[config.mk]
export PLATFORM = sky130hd
export DESIGN_NAME = sol_otp_lock
export DESIGN_NICKNAME = d
export VERILOG_FILES = /design/src/hw/sol_otp_lock.v
export VERILOG_INCLUDE_DIRS = /design/src /design/src/hw
export SDC_FILE = /design/constraint.sdc
export NUM_CORES = 1
export LEC_CHECK = 0
export BUFFER_PORTS_ARGS = -buffer_cell sky130_fd_sc_hd__buf_2
export CAP_MARGIN = 30
export CORE_ASPECT_RATIO = 0.6
export CORE_UTILIZATION = 30
export DETAILED_ROUTE_END_ITERATION = 16
export GPL_ROUTABILITY_DRIVEN = 0
export PLACE_DENSITY_LB_ADDON = 0.08
export SLEW_MARGIN = 20
export SYNTH_ARGS = -nofsm -noshare
export SYNTH_HDL_FRONTEND = slang
export SYNTH_SLANG_ARGS = --single-unit
[constraint.sdc]
create_clock -name CLK_I -period 0.8 [get_ports CLK_I]
set_input_delay 0.04 -clock CLK_I [delete_from_list [all_inputs] [get_ports CLK_I]]
set_output_delay 0.04 -clock CLK_I [all_outputs]
set_load 0.02 [all_outputs]
[src/hw/sol_otp_regs.vh]
// Constants for the secured OTP lock control block.
// Assumes one 20 MHz system clock and a decoded command stream.
`ifndef SOL_OTP_REGS_VH
`define SOL_OTP_REGS_VH

// ****************************************************************
// Opcodes
// ****************************************************************
`define SOL_OP_WR_SEC       8'h2F
`define SOL_OP_ENTER_OTP    8'hB1
`define SOL_OP_EXIT_OTP     8'hC1
`define SOL_OP_RD_STATUS1   8'h05
`define SOL_OP_PAGE_PROG    8'h02
`define SOL_OP_WR_STATUS1   8'h01
`define SOL_OP_WR_STATUS2   8'h31

// ****************************************************************
// Security register fields
// ****************************************************************
`define SOL_SEC_FACTORY_BIT 0
`define SOL_SEC_CUST_BIT    1

// ****************************************************************
// OTP address map
// ****************************************************************
`define SOL_OTP_SN_LAST     24'h00_000F
`define SOL_OTP_LAST        24'h00_01FF

`endif

[src/hw/sol_otp_lock.v]
// Secured OTP lock control: decodes opcodes and the data byte of a
// write-security-register frame, holds the customer lock, OTP mode.
// Assumes the serial front end delivers whole bytes and frame ends,
// all synchronous to CLK_I; the nonvolatile lock state is restored
// through the strap inputs sampled after reset release.
`timescale 1ns/1ps
`include "sol_otp_regs.vh"

// Notes on behaviour
// - Write-security-register 2Fh needs no prior write enable.
// - 2Fh sets the customer lock bit; afterwards OTP updates refused.
// - Chip select must rise on a byte boundary, else 2Fh rejected.
// - Security bit 0 reports the factory lock.
// - OTP mode blocks main array writes; locks are permanent.
// - OTP 000-00F is serial number, 010-1FF general, 4K bits.
// - Under high voltage only status read and page program pass.
// - B1h enters OTP mode, steering reads and programs there.
// - C1h exits OTP mode back to the main array.
// - In OTP mode status and security writes are ignored.
module sol_otp_lock (
    input  wire        CLK_I,
    input  wire        RST_B_I,
    input  wire        BYTE_VALID_I,    // One byte received this cycle
    input  wire [7:0]  BYTE_I,
    input  wire        BIT_IN_BYTE_I,   // Partial byte pending
    input  wire        CS_RISE_I,       // Frame end pulse
    input  wire        ACCEL_HV_I,      // Accel pin at high voltage
    input  wire        FACTORY_LOCK_I,  // Nonvolatile strap
    input  wire        CUST_LOCK_NV_I,  // Nonvolatile strap
    input  wire [23:0] PROG_ADDR_I,     // Address of a program access
    input  wire        PROG_REQ_I,      // Program request pulse
    output reg  [7:0]  SEC_REG_O,
    output reg         OTP_MODE_O,
    output reg         OTP_PROG_EN_O,   // Program goes to OTP
    output reg         ARRAY_PROG_EN_O, // Program goes to main array
    output reg         SN_FIELD_O,      // Access in serial number field
    output reg         CMD_BLOCKED_O,   // Opcode refused
    output reg         CUST_LOCK_PGM_O  // Pulse: burn lock bit
);

    // ************************************************************
    // Reset release
    // ************************************************************
    // Reset enters at once but leaves through two flops, so no flop
    // below sees the release close to a clock edge.
    reg rst_s1_reg;
    reg rst_b_reg;
    always @(posedge CLK_I or negedge RST_B_I) begin
        if (!RST_B_I) begin
            rst_s1_reg <= 1'b0;
            rst_b_reg  <= 1'b0;
        end else begin
            rst_s1_reg <= 1'b1;
            rst_b_reg  <= rst_s1_reg;
        end
    end

    // ************************************************************
    // Frame state, one-hot
    // ************************************************************
    // IDLE waits for an opcode, DATA for the single lock byte, WAIT
    // for the frame end after it, SKIP swallows the rest of a frame.
    // A frame that is cut short falls back to IDLE at its end, unless that end comes in the same cycle as its opcode byte.
    localparam [3:0] ST_IDLE = 4'b0001;
    localparam [3:0] ST_SKIP = 4'b0010;
    localparam [3:0] ST_DATA = 4'b0100;
    localparam [3:0] ST_WAIT = 4'b1000;

    reg [3:0] state_reg;
    reg [7:0] sec_data_reg;
    reg       factory_reg;
    reg       cust_reg;
    reg       strap_done_reg;

    // Opcode allowed while the accel pin is high
    function hv_allowed;
        input [7:0] op;
        begin
            hv_allowed = (op == `SOL_OP_RD_STATUS1) ||
                         (op == `SOL_OP_PAGE_PROG);
        end
    endfunction

    // Register writes that OTP mode ignores
    function otp_ignored;
        input [7:0] op;
        begin
            otp_ignored = (op == `SOL_OP_WR_STATUS1) ||
                          (op == `SOL_OP_WR_STATUS2) ||
                          (op == `SOL_OP_WR_SEC);
        end
    endfunction

    // Security word as read back; the reserved upper bits read 0
    function [7:0] sec_word;
        input fac;
        input cust;
        begin
            sec_word                       = 8'h00;
            sec_word[`SOL_SEC_FACTORY_BIT] = fac;
            sec_word[`SOL_SEC_CUST_BIT]    = cust;
        end
    endfunction

    // Address falls at or below the last address of a region
    function in_region;
        input [23:0] addr;
        input [23:0] last;
        begin
            in_region = (addr <= last);
        end
    endfunction

    // An opcode is the first byte of a frame; both refusal lists fold in
    wire locked = factory_reg | cust_reg;
    wire is_op  = BYTE_VALID_I && (state_reg == ST_IDLE);
    wire op_ok  = !(ACCEL_HV_I && !hv_allowed(BYTE_I)) &&
                  !(OTP_MODE_O && otp_ignored(BYTE_I));

    // ************************************************************
    // Command decode and lock update
    // ************************************************************
    // Lock bits only ever set, so a lock once held is permanent.
    always @(posedge CLK_I or negedge rst_b_reg) begin
        if (!rst_b_reg) begin
            state_reg       <= ST_IDLE;
            sec_data_reg    <= 8'h00;
            factory_reg     <= 1'b0;
            cust_reg        <= 1'b0;
            strap_done_reg  <= 1'b0;
            OTP_MODE_O      <= 1'b0;
            CMD_BLOCKED_O   <= 1'b0;
            CUST_LOCK_PGM_O <= 1'b0;
        end else begin
            CMD_BLOCKED_O   <= 1'b0;
            CUST_LOCK_PGM_O <= 1'b0;
            // Straps caught once after release, never lowered later
            if (!strap_done_reg) begin
                strap_done_reg <= 1'b1;
                factory_reg    <= FACTORY_LOCK_I;
                cust_reg       <= CUST_LOCK_NV_I;
            end
            case (state_reg)
                ST_IDLE: begin
                    // A refused opcode is flagged once, its frame dropped
                    if (is_op && !op_ok) begin
                        CMD_BLOCKED_O <= 1'b1;
                        state_reg     <= ST_SKIP;
                    end else if (is_op) begin
                        // No write-enable latch is consulted here
                        if (BYTE_I == `SOL_OP_WR_SEC) begin
                            state_reg <= ST_DATA;
                        end else if (BYTE_I == `SOL_OP_ENTER_OTP) begin
                            OTP_MODE_O <= 1'b1;
                            state_reg  <= ST_SKIP;
                        end else if (BYTE_I == `SOL_OP_EXIT_OTP) begin
                            OTP_MODE_O <= 1'b0;
                            state_reg  <= ST_SKIP;
                        end else begin
                            state_reg <= ST_SKIP;
                        end
                    end
                end
                ST_DATA: begin
                    // Frame ended before the lock byte: nothing changes
                    if (CS_RISE_I) begin
                        state_reg <= ST_IDLE;
                    end else if (BYTE_VALID_I) begin
                        sec_data_reg <= BYTE_I;
                        state_reg    <= ST_WAIT;
                    end
                end
                ST_WAIT: begin
                    // Any further bit breaks the byte boundary
                    if (CS_RISE_I) begin
                        state_reg <= ST_IDLE;
                        if (!BIT_IN_BYTE_I && !cust_reg &&
                            sec_data_reg[`SOL_SEC_CUST_BIT]) begin
                            cust_reg        <= 1'b1;
                            CUST_LOCK_PGM_O <= 1'b1;
                        end
                    end else if (BYTE_VALID_I) begin
                        state_reg <= ST_SKIP;
                    end
                end
                ST_SKIP: begin
                    if (CS_RISE_I) begin
                        state_reg <= ST_IDLE;
                    end
                end
                default: begin
                    state_reg <= ST_IDLE;
                end
            endcase
        end
    end

    // ************************************************************
    // Program routing and status outputs
    // ************************************************************
    // Registered so every output comes from a flip-flop. The security
    // word trails the lock flops by a cycle; the program gate reads the
    // flops too, so a fresh lock blocks programs in that same cycle.
    always @(posedge CLK_I or negedge rst_b_reg) begin
        if (!rst_b_reg) begin
            SEC_REG_O       <= 8'h00;
            OTP_PROG_EN_O   <= 1'b0;
            ARRAY_PROG_EN_O <= 1'b0;
            SN_FIELD_O      <= 1'b0;
        end else begin
            SEC_REG_O       <= sec_word(factory_reg, cust_reg);
            // OTP program only in range and unlocked
            OTP_PROG_EN_O   <= PROG_REQ_I && OTP_MODE_O && !locked &&
                               in_region(PROG_ADDR_I, `SOL_OTP_LAST);
            ARRAY_PROG_EN_O <= PROG_REQ_I && !OTP_MODE_O;
            SN_FIELD_O      <= OTP_MODE_O &&
                               in_region(PROG_ADDR_I, `SOL_OTP_SN_LAST);
        end
    end

endmodule // sol_otp_lock

==> impl_metrics.ini, run 1 <==
[run_status]
status = complete, but fails checks
violations = negative setup slack

[logic_synthesis]
ys_warn_count = 0
synth_area_um2 = 926
async_flop_share = 1.00
syn_avg_cell_area_um2 = 10.8
synth_cell_types = 39
ys_seq_area_frac = 0.488
syn_inst = 86
synthFlopType = dfrtp_1
synth-edff-count = 0
synth_seq_cells = 18

[place]
io_buffer_count = 44
hpwl_mm = 1.78

[clock_network]
cts.sinks = 18
h-tree-depth = 1
clock_path_buffers = 2
cts-root-buf = clkbuf_8
cts_made_buffers = 3
tritoncts = built
clock_latency_ns = 0.25
clk_pin_slew_worst_paths_ns = 0.07

[finish]
final_cell_mix = buf_2, buf_4, dfrtp_1, buf_6, conb_1
finalNetCount = 201
area_delta_synth_final_pct = 72.8
multi_input_area_um2 = 566
diodes = 0
largest_register_ffs = 4
drive_above_1_share = 0.579
fin_util = 0.550
final_common_cell = buf_2
seqCellArea_um2 = 453
fill_cells = 268

[routing]
antenna_left = 0
dr.pass1.iters = 4
drc = 0
dr.first_iter.drc_count = 32
via_count = 918
drt_wl_total_mm = 2.45
routedWlPerCell_um = 12.2
via_per_inst = 4.57

[global_routing]
track_usage = 0.159
grt_first_pass_wirelength_mm = 3.77
antenna_found_initial = 0
grt-ovfl-total = 0
grt_pass1_vias = 844
grt_max_degree = 17

[power_and_ir_drop]
p_switching_w = 0.000608
p_leak_nw = 0.745
p_sw_frac = 0.263
ir_drop_mv = 1.10
seqPwrFrac = 0.451
combPwrFrac = 0.235
clock_power_share = 0.314
p_per_area_mw_per_mm2 = 1440
p_int_w = 0.00170

[die]
die_w_um = 73.7
io-pin-count = 55
rows = 15
core_mm2 = 0.00291
die-area_mm2 = 0.00332
die_h_um = 45.0
start_util = 0.318

[critical_path]
crit_required_ns = 0.93
crit_chain = nor2_2, nand4b_1, a2111oi_2, mux2_1
slowest_stage = dfrtp_1
cpPeakStageDelay_ns = 0.39
path_max_fanout = 2
start_kind = register
cp.arrival_ns = 1.52
crit_buf_inv = 0
worst_setup_path_end_kind = register
worst-setup-path-type = register to register
path_delay_family = flip-flops

[timing]
clock.fmax_mhz = 720
fin_crit_sh = 1.74
finalClockSkew_ns = 0.00559
tns_ns = -4.60
setup_ws_ns = -0.589
rsz0062_at_grt = true
drv_slew = 0
hold_violations = 0
post-route-min-period_ns = 1.39
setup_viol = 16

[job]
max_cap_viol_count = 0

[hold_path]
min_path_type = primary input to register
worst reg2reg max path: stages (launching register included):
cell,delay [ns]
dfrtp_1,0.39
nor2_2,0.14
nand4b_1,0.15
a2111oi_2,0.24
mux2_1,0.35
metal layers:
layer	share of wire	track usage	vias to the layer above
met5	0	0	-
met4	0.013	0.0577	0
met3	0.074	0.0603	4
met2	0.45	0.229	37
met1	0.46	0.218	423
li1	-	-	454
per-stage QoR:
step | cell area, um^2 | hold WS, ns | worst slack [ns] | std cells | total power [W]
global route | 1600 | 0.00856 | -0.644 | 201 | 0.00245
finish | 1600 | 0.0194 | -0.589 | 201 | 0.00231
floorplan | 951 | -0.256 | -0.608 | 92 | 0.00125
CTS | 1550 | 0.0118 | -0.596 | 200 | 0.00231
global placement | 1340 | -0.174 | -0.601 | 194 | 0.00148
detailed placement | 1340 | -0.168 | -0.616 | 194 | 0.00148
worst paths after layout:
check | start | to | slack (ns) | cells after the start
setup / recovery | state_reg[2]$_DFFE_PN0P_ | OTP_MODE_O$_DFFE_PN0P_ | -0.59 | 4
setup reg to reg | state_reg[2]$_DFFE_PN0P_ | OTP_MODE_O$_DFFE_PN0P_ | -0.59 | 4
max in group asynchronous | rst_b_reg$_DFF_PN0_ | state_reg[0]$_DFFE_PN1P_ | 0.34 | 1
hold / removal | PROG_ADDR_I[5] | SN_FIELD_O$_DFF_PN0_ | 0.02 | 3
min in group asynchronous | RST_B_I | rst_b_reg$_DFF_PN0_ | 0.09 | 2
hold reg to reg | rst_b_reg$_DFF_PN0_ | state_reg[2]$_DFFE_PN0P_ | 0.21 | 1
logic make-up after synthesis:
kind of cell,share of synthesized area
AOI/OAI and AO/OA,0.0973
xor gates and xnor gates,0.00946
muxes,0.0473
and+or+nand+nor,0.301
buffers and inverters,0.0486
DFF,0.488
other,0.00811
area by class of cell:
class / instances / share of cell area
clock buffers: 4 / 0.0344
multi-input cells: 68 / 0.353
flip-flops and latches: 18 / 0.283
well taps: 42 / 0.0328
repair buffers: 69 / 0.296
what timing repair did:
item / in CTS / in global routing
pin swaps: 2 / 3
setup buffers: 0 / 3
endpoints found under the setup margin: 20 / 20
gates resized for setup: 32 / 9
hold endpoints to repair: 3 / 0
hold buffers: 2 / 0
Yosys cell counts, types with 3 or more instances:
cell type,number,share of area
nor2b_1,5,0.034
buf_4,6,0.049
dfrtp_1,17,0.46
nor3_1,3,0.016
nor4_1,4,0.027
nand2_1,3,0.012
nand3_1,5,0.027
nor2_1,4,0.016
nor4b_1,3,0.028
power by group through the flow:
stage / clock network (W) / registers, W / logic, W
global placement: 0 / 0.00104 / 0.000444
floorplan: 0 / 0.00107 / 0.000172
CTS: 0.000759 / 0.00103 / 0.000515
global route: 0.000825 / 0.00105 / 0.000580
finish: 0.000725 / 0.00104 / 0.000543
detailed placement: 0 / 0.00104 / 0.000445
Power figures use the tool's default switching activity.
==> run 2, diff against run 1 <==
--- a/config.mk
+++ b/config.mk
@@ -6,6 +6,7 @@
 export SDC_FILE = /design/constraint.sdc
 export NUM_CORES = 1
 export LEC_CHECK = 0
+export ABC_AREA = 1
 export BUFFER_PORTS_ARGS = -buffer_cell sky130_fd_sc_hd__buf_2
 export CAP_MARGIN = 30
 export CORE_ASPECT_RATIO = 0.6
==> impl_metrics.ini, run 2 <==
[power_and_ir_drop]
p_int_w = 0.00198
seqPwrFrac = 0.382
p_leak_nw = 0.872
p_per_area_mw_per_mm2 = 1780
ir_drop_mv = 0.863
clock_power_share = 0.253
p_switching_w = 0.000905
combPwrFrac = 0.365
p_sw_frac = 0.313

[global_routing]
grt_max_degree = 13
antenna_found_initial = 0
grt-ovfl-total = 0
track_usage = 0.155
grt_first_pass_wirelength_mm = 3.95
grt_pass1_vias = 975

[critical_path]
crit_buf_inv = 1
worst-setup-path-type = register to register
slowest_stage = dfstp_2
cpPeakStageDelay_ns = 0.58
path_max_fanout = 5
crit_required_ns = 0.98
start_kind = register
path_delay_family = flip-flops
worst_setup_path_end_kind = register
crit_top_cell = nand3_2
cp.arrival_ns = 1.53
crit_chain = nor2_2, nand3_2, nand3_2, nand2_1, inv_1, o21ai_4, nor2_1, a31oi_1

[routing]
antenna_left = 0
routedWlPerCell_um = 9.94
drc = 0
via_count = 1049
dr.first_iter.drc_count = 65
dr.pass1.iters = 4
drt_wl_total_mm = 2.41
via_per_inst = 4.33

[finish]
fill_cells = 274
final_area_mm2 = 0.00163
drive_above_1_share = 0.495
finalNetCount = 242
final_cell_mix = buf_2, nand2_1, buf_4, inv_1, dfrtp_1
largest_register_ffs = 4
diodes = 0
final_common_cell = buf_2
area_delta_synth_final_pct = 68.8

[timing]
fin_crit_sh = 1.69
drv_slew = 0
finalClockSkew_ns = 0.00254
rsz0062_at_grt = true
post-route-min-period_ns = 1.35
whs_ns = 0.0133
clock.fmax_mhz = 738
hold_violations = 0
setup_ws_ns = -0.554
setup_viol = 16

[clock_network]
tritoncts = built
cts-root-buf = clkbuf_8
clock_path_buffers = 2
cts_made_buffers = 3
cts.sinks = 18
clock_latency_ns = 0.25
clk_pin_slew_worst_paths_ns = 0.07
h-tree-depth = 1

[job]
max_cap_viol_count = 0

[die]
core_mm2 = 0.00297
die-area_mm2 = 0.00345
start_util = 0.325
die_w_um = 75.2
die_h_um = 45.9
rows = 15
io-pin-count = 55

[run_status]
status = complete, but fails checks
violations = negative setup slack

[logic_synthesis]
syn_inst = 124
syn_avg_cell_area_um2 = 7.77
ys_seq_area_frac = 0.469
synthTopCellsByArea = dfrtp_1, nand2_1, inv_1
ys_warn_count = 0
yosysTopAreaCell = dfrtp_1
yosys-top-cells-count = nand2_1, inv_1, dfrtp_1, nor2_1, nand3_1
synth_area_um2 = 963
synth_seq_cells = 18
synth_cell_types = 25
synth-edff-count = 0
synth.most_common_cell = nand2_1
synthFlopType = dfrtp_1
async_flop_share = 1.00
synth_top_area_share = 0.442

[hold_path]
min_path_type = primary input to register

[place]
io_buffer_count = 44
place_ws_ns = -0.569
hpwl_mm = 1.87
dpl_cell_area_mm2 = 0.00141
-- run 2: cell types whose count changed in the layout (fill, tap and decap cells not counted), moves of 3 or more --
cell     before  now
buf_4        20   24
inv_1         0   19
nand2_1       3   25
nand2_2       0    3
nand3_2       1    4
nand4_1       1    4
nor2_1        2   12
nor2b_1       4    0
-- run 2: path summary, 6_finish.rpt --
| check | from | end | slack (ns) | cells past startpoint |
|---|---|---|---|---|
| hold reg to reg | rst_b_reg$_DFF_PN0_ | state_reg[3]$_DFFE_PN0P_ | 0.08 | 0 |
| min in group asynchronous | rst_b_reg$_DFF_PN0_ | state_reg[3]$_DFFE_PN0P_ | 0.08 | 0 |
| setup / recovery | state_reg[0]$_DFFE_PN1P_ | state_reg[0]$_DFFE_PN1P_ | -0.55 | 8 |
| hold / removal | PROG_REQ_I | ARRAY_PROG_EN_O$_DFF_PN0_ | 0.01 | 3 |
| setup reg to reg | state_reg[0]$_DFFE_PN1P_ | state_reg[0]$_DFFE_PN1P_ | -0.55 | 8 |
| max in group asynchronous | rst_b_reg$_DFF_PN0_ | OTP_MODE_O$_DFFE_PN0P_ | 0.31 | 1 |
-- run 2: worst register-to-register path: cells and delay by family, from the launching register on --
kind | cells | cell delay (ns)
buf+inv | 1 | 0.06
compound gates | 2 | 0.31
flops | 1 | 0.58
simple gates | 5 | 0.34
-- run 2: kinds of logic (layout without fill, tap and decap cells) --
family / Yosys count / in the layout / synth area share
simple gates: 66 / 66 / 0.321
flops: 18 / 18 / 0.469
other cells: 2 / 8 / 0.00780
compound gates: 10 / 10 / 0.0623
buf+inv: 27 / 97 / 0.129
mux: 1 / 1 / 0.0117
-- run 2: power groups by stage --
stage	clock network, W	registers [W]	logic (W)
global route	0.000782	0.00111	0.00115
CTS	0.000756	0.00109	0.000884
detailed placement	0	0.00111	0.000785
global placement	0	0.00111	0.000785
finish	0.000731	0.00110	0.00105
floorplan	0	0.00113	0.000433
-- run 2: per-layer routing --
layer	track usage	up-vias	wire (um)
met5	0	-	0
met4	0.0222	0	0
met3	0.0465	0	167
met2	0.254	36	1010
met1	0.209	478	1230
li1	-	535	-
-- run 2: final cells by class --
class / count / area [um^2] / share of cell area
well taps: 42 / 52.6 / 0.0323
multi-input cells: 85 / 493 / 0.303
flip-flops and latches: 18 / 453 / 0.278
repair buffers: 72 / 494 / 0.304
inverters: 21 / 78.8 / 0.0485
clock buffers: 4 / 55.1 / 0.0338
-- run 2: what timing repair did --
action	4_1_cts	5_1_grt
endpoints found under the hold margin	2	0
gates cloned	0	0
hold buffers	1	0
setup endpoints to repair	20	21
setup buffers	3	2
pin swaps	3	8
resized for setup	22	12
-- run 2: metrics by stage --
step / util / TNS [ns] / power (W) / instances
floorplan: - / -2.82 / 0.00156 / 130
global placement: 0.475 / -3.95 / 0.00189 / 233
detailed placement: 0.475 / -4.16 / 0.00189 / 233
CTS: 0.529 / -4.27 / 0.00273 / 241
global route: 0.549 / -5.20 / 0.00305 / 242
finish: 0.549 / -4.12 / 0.00289 / 242
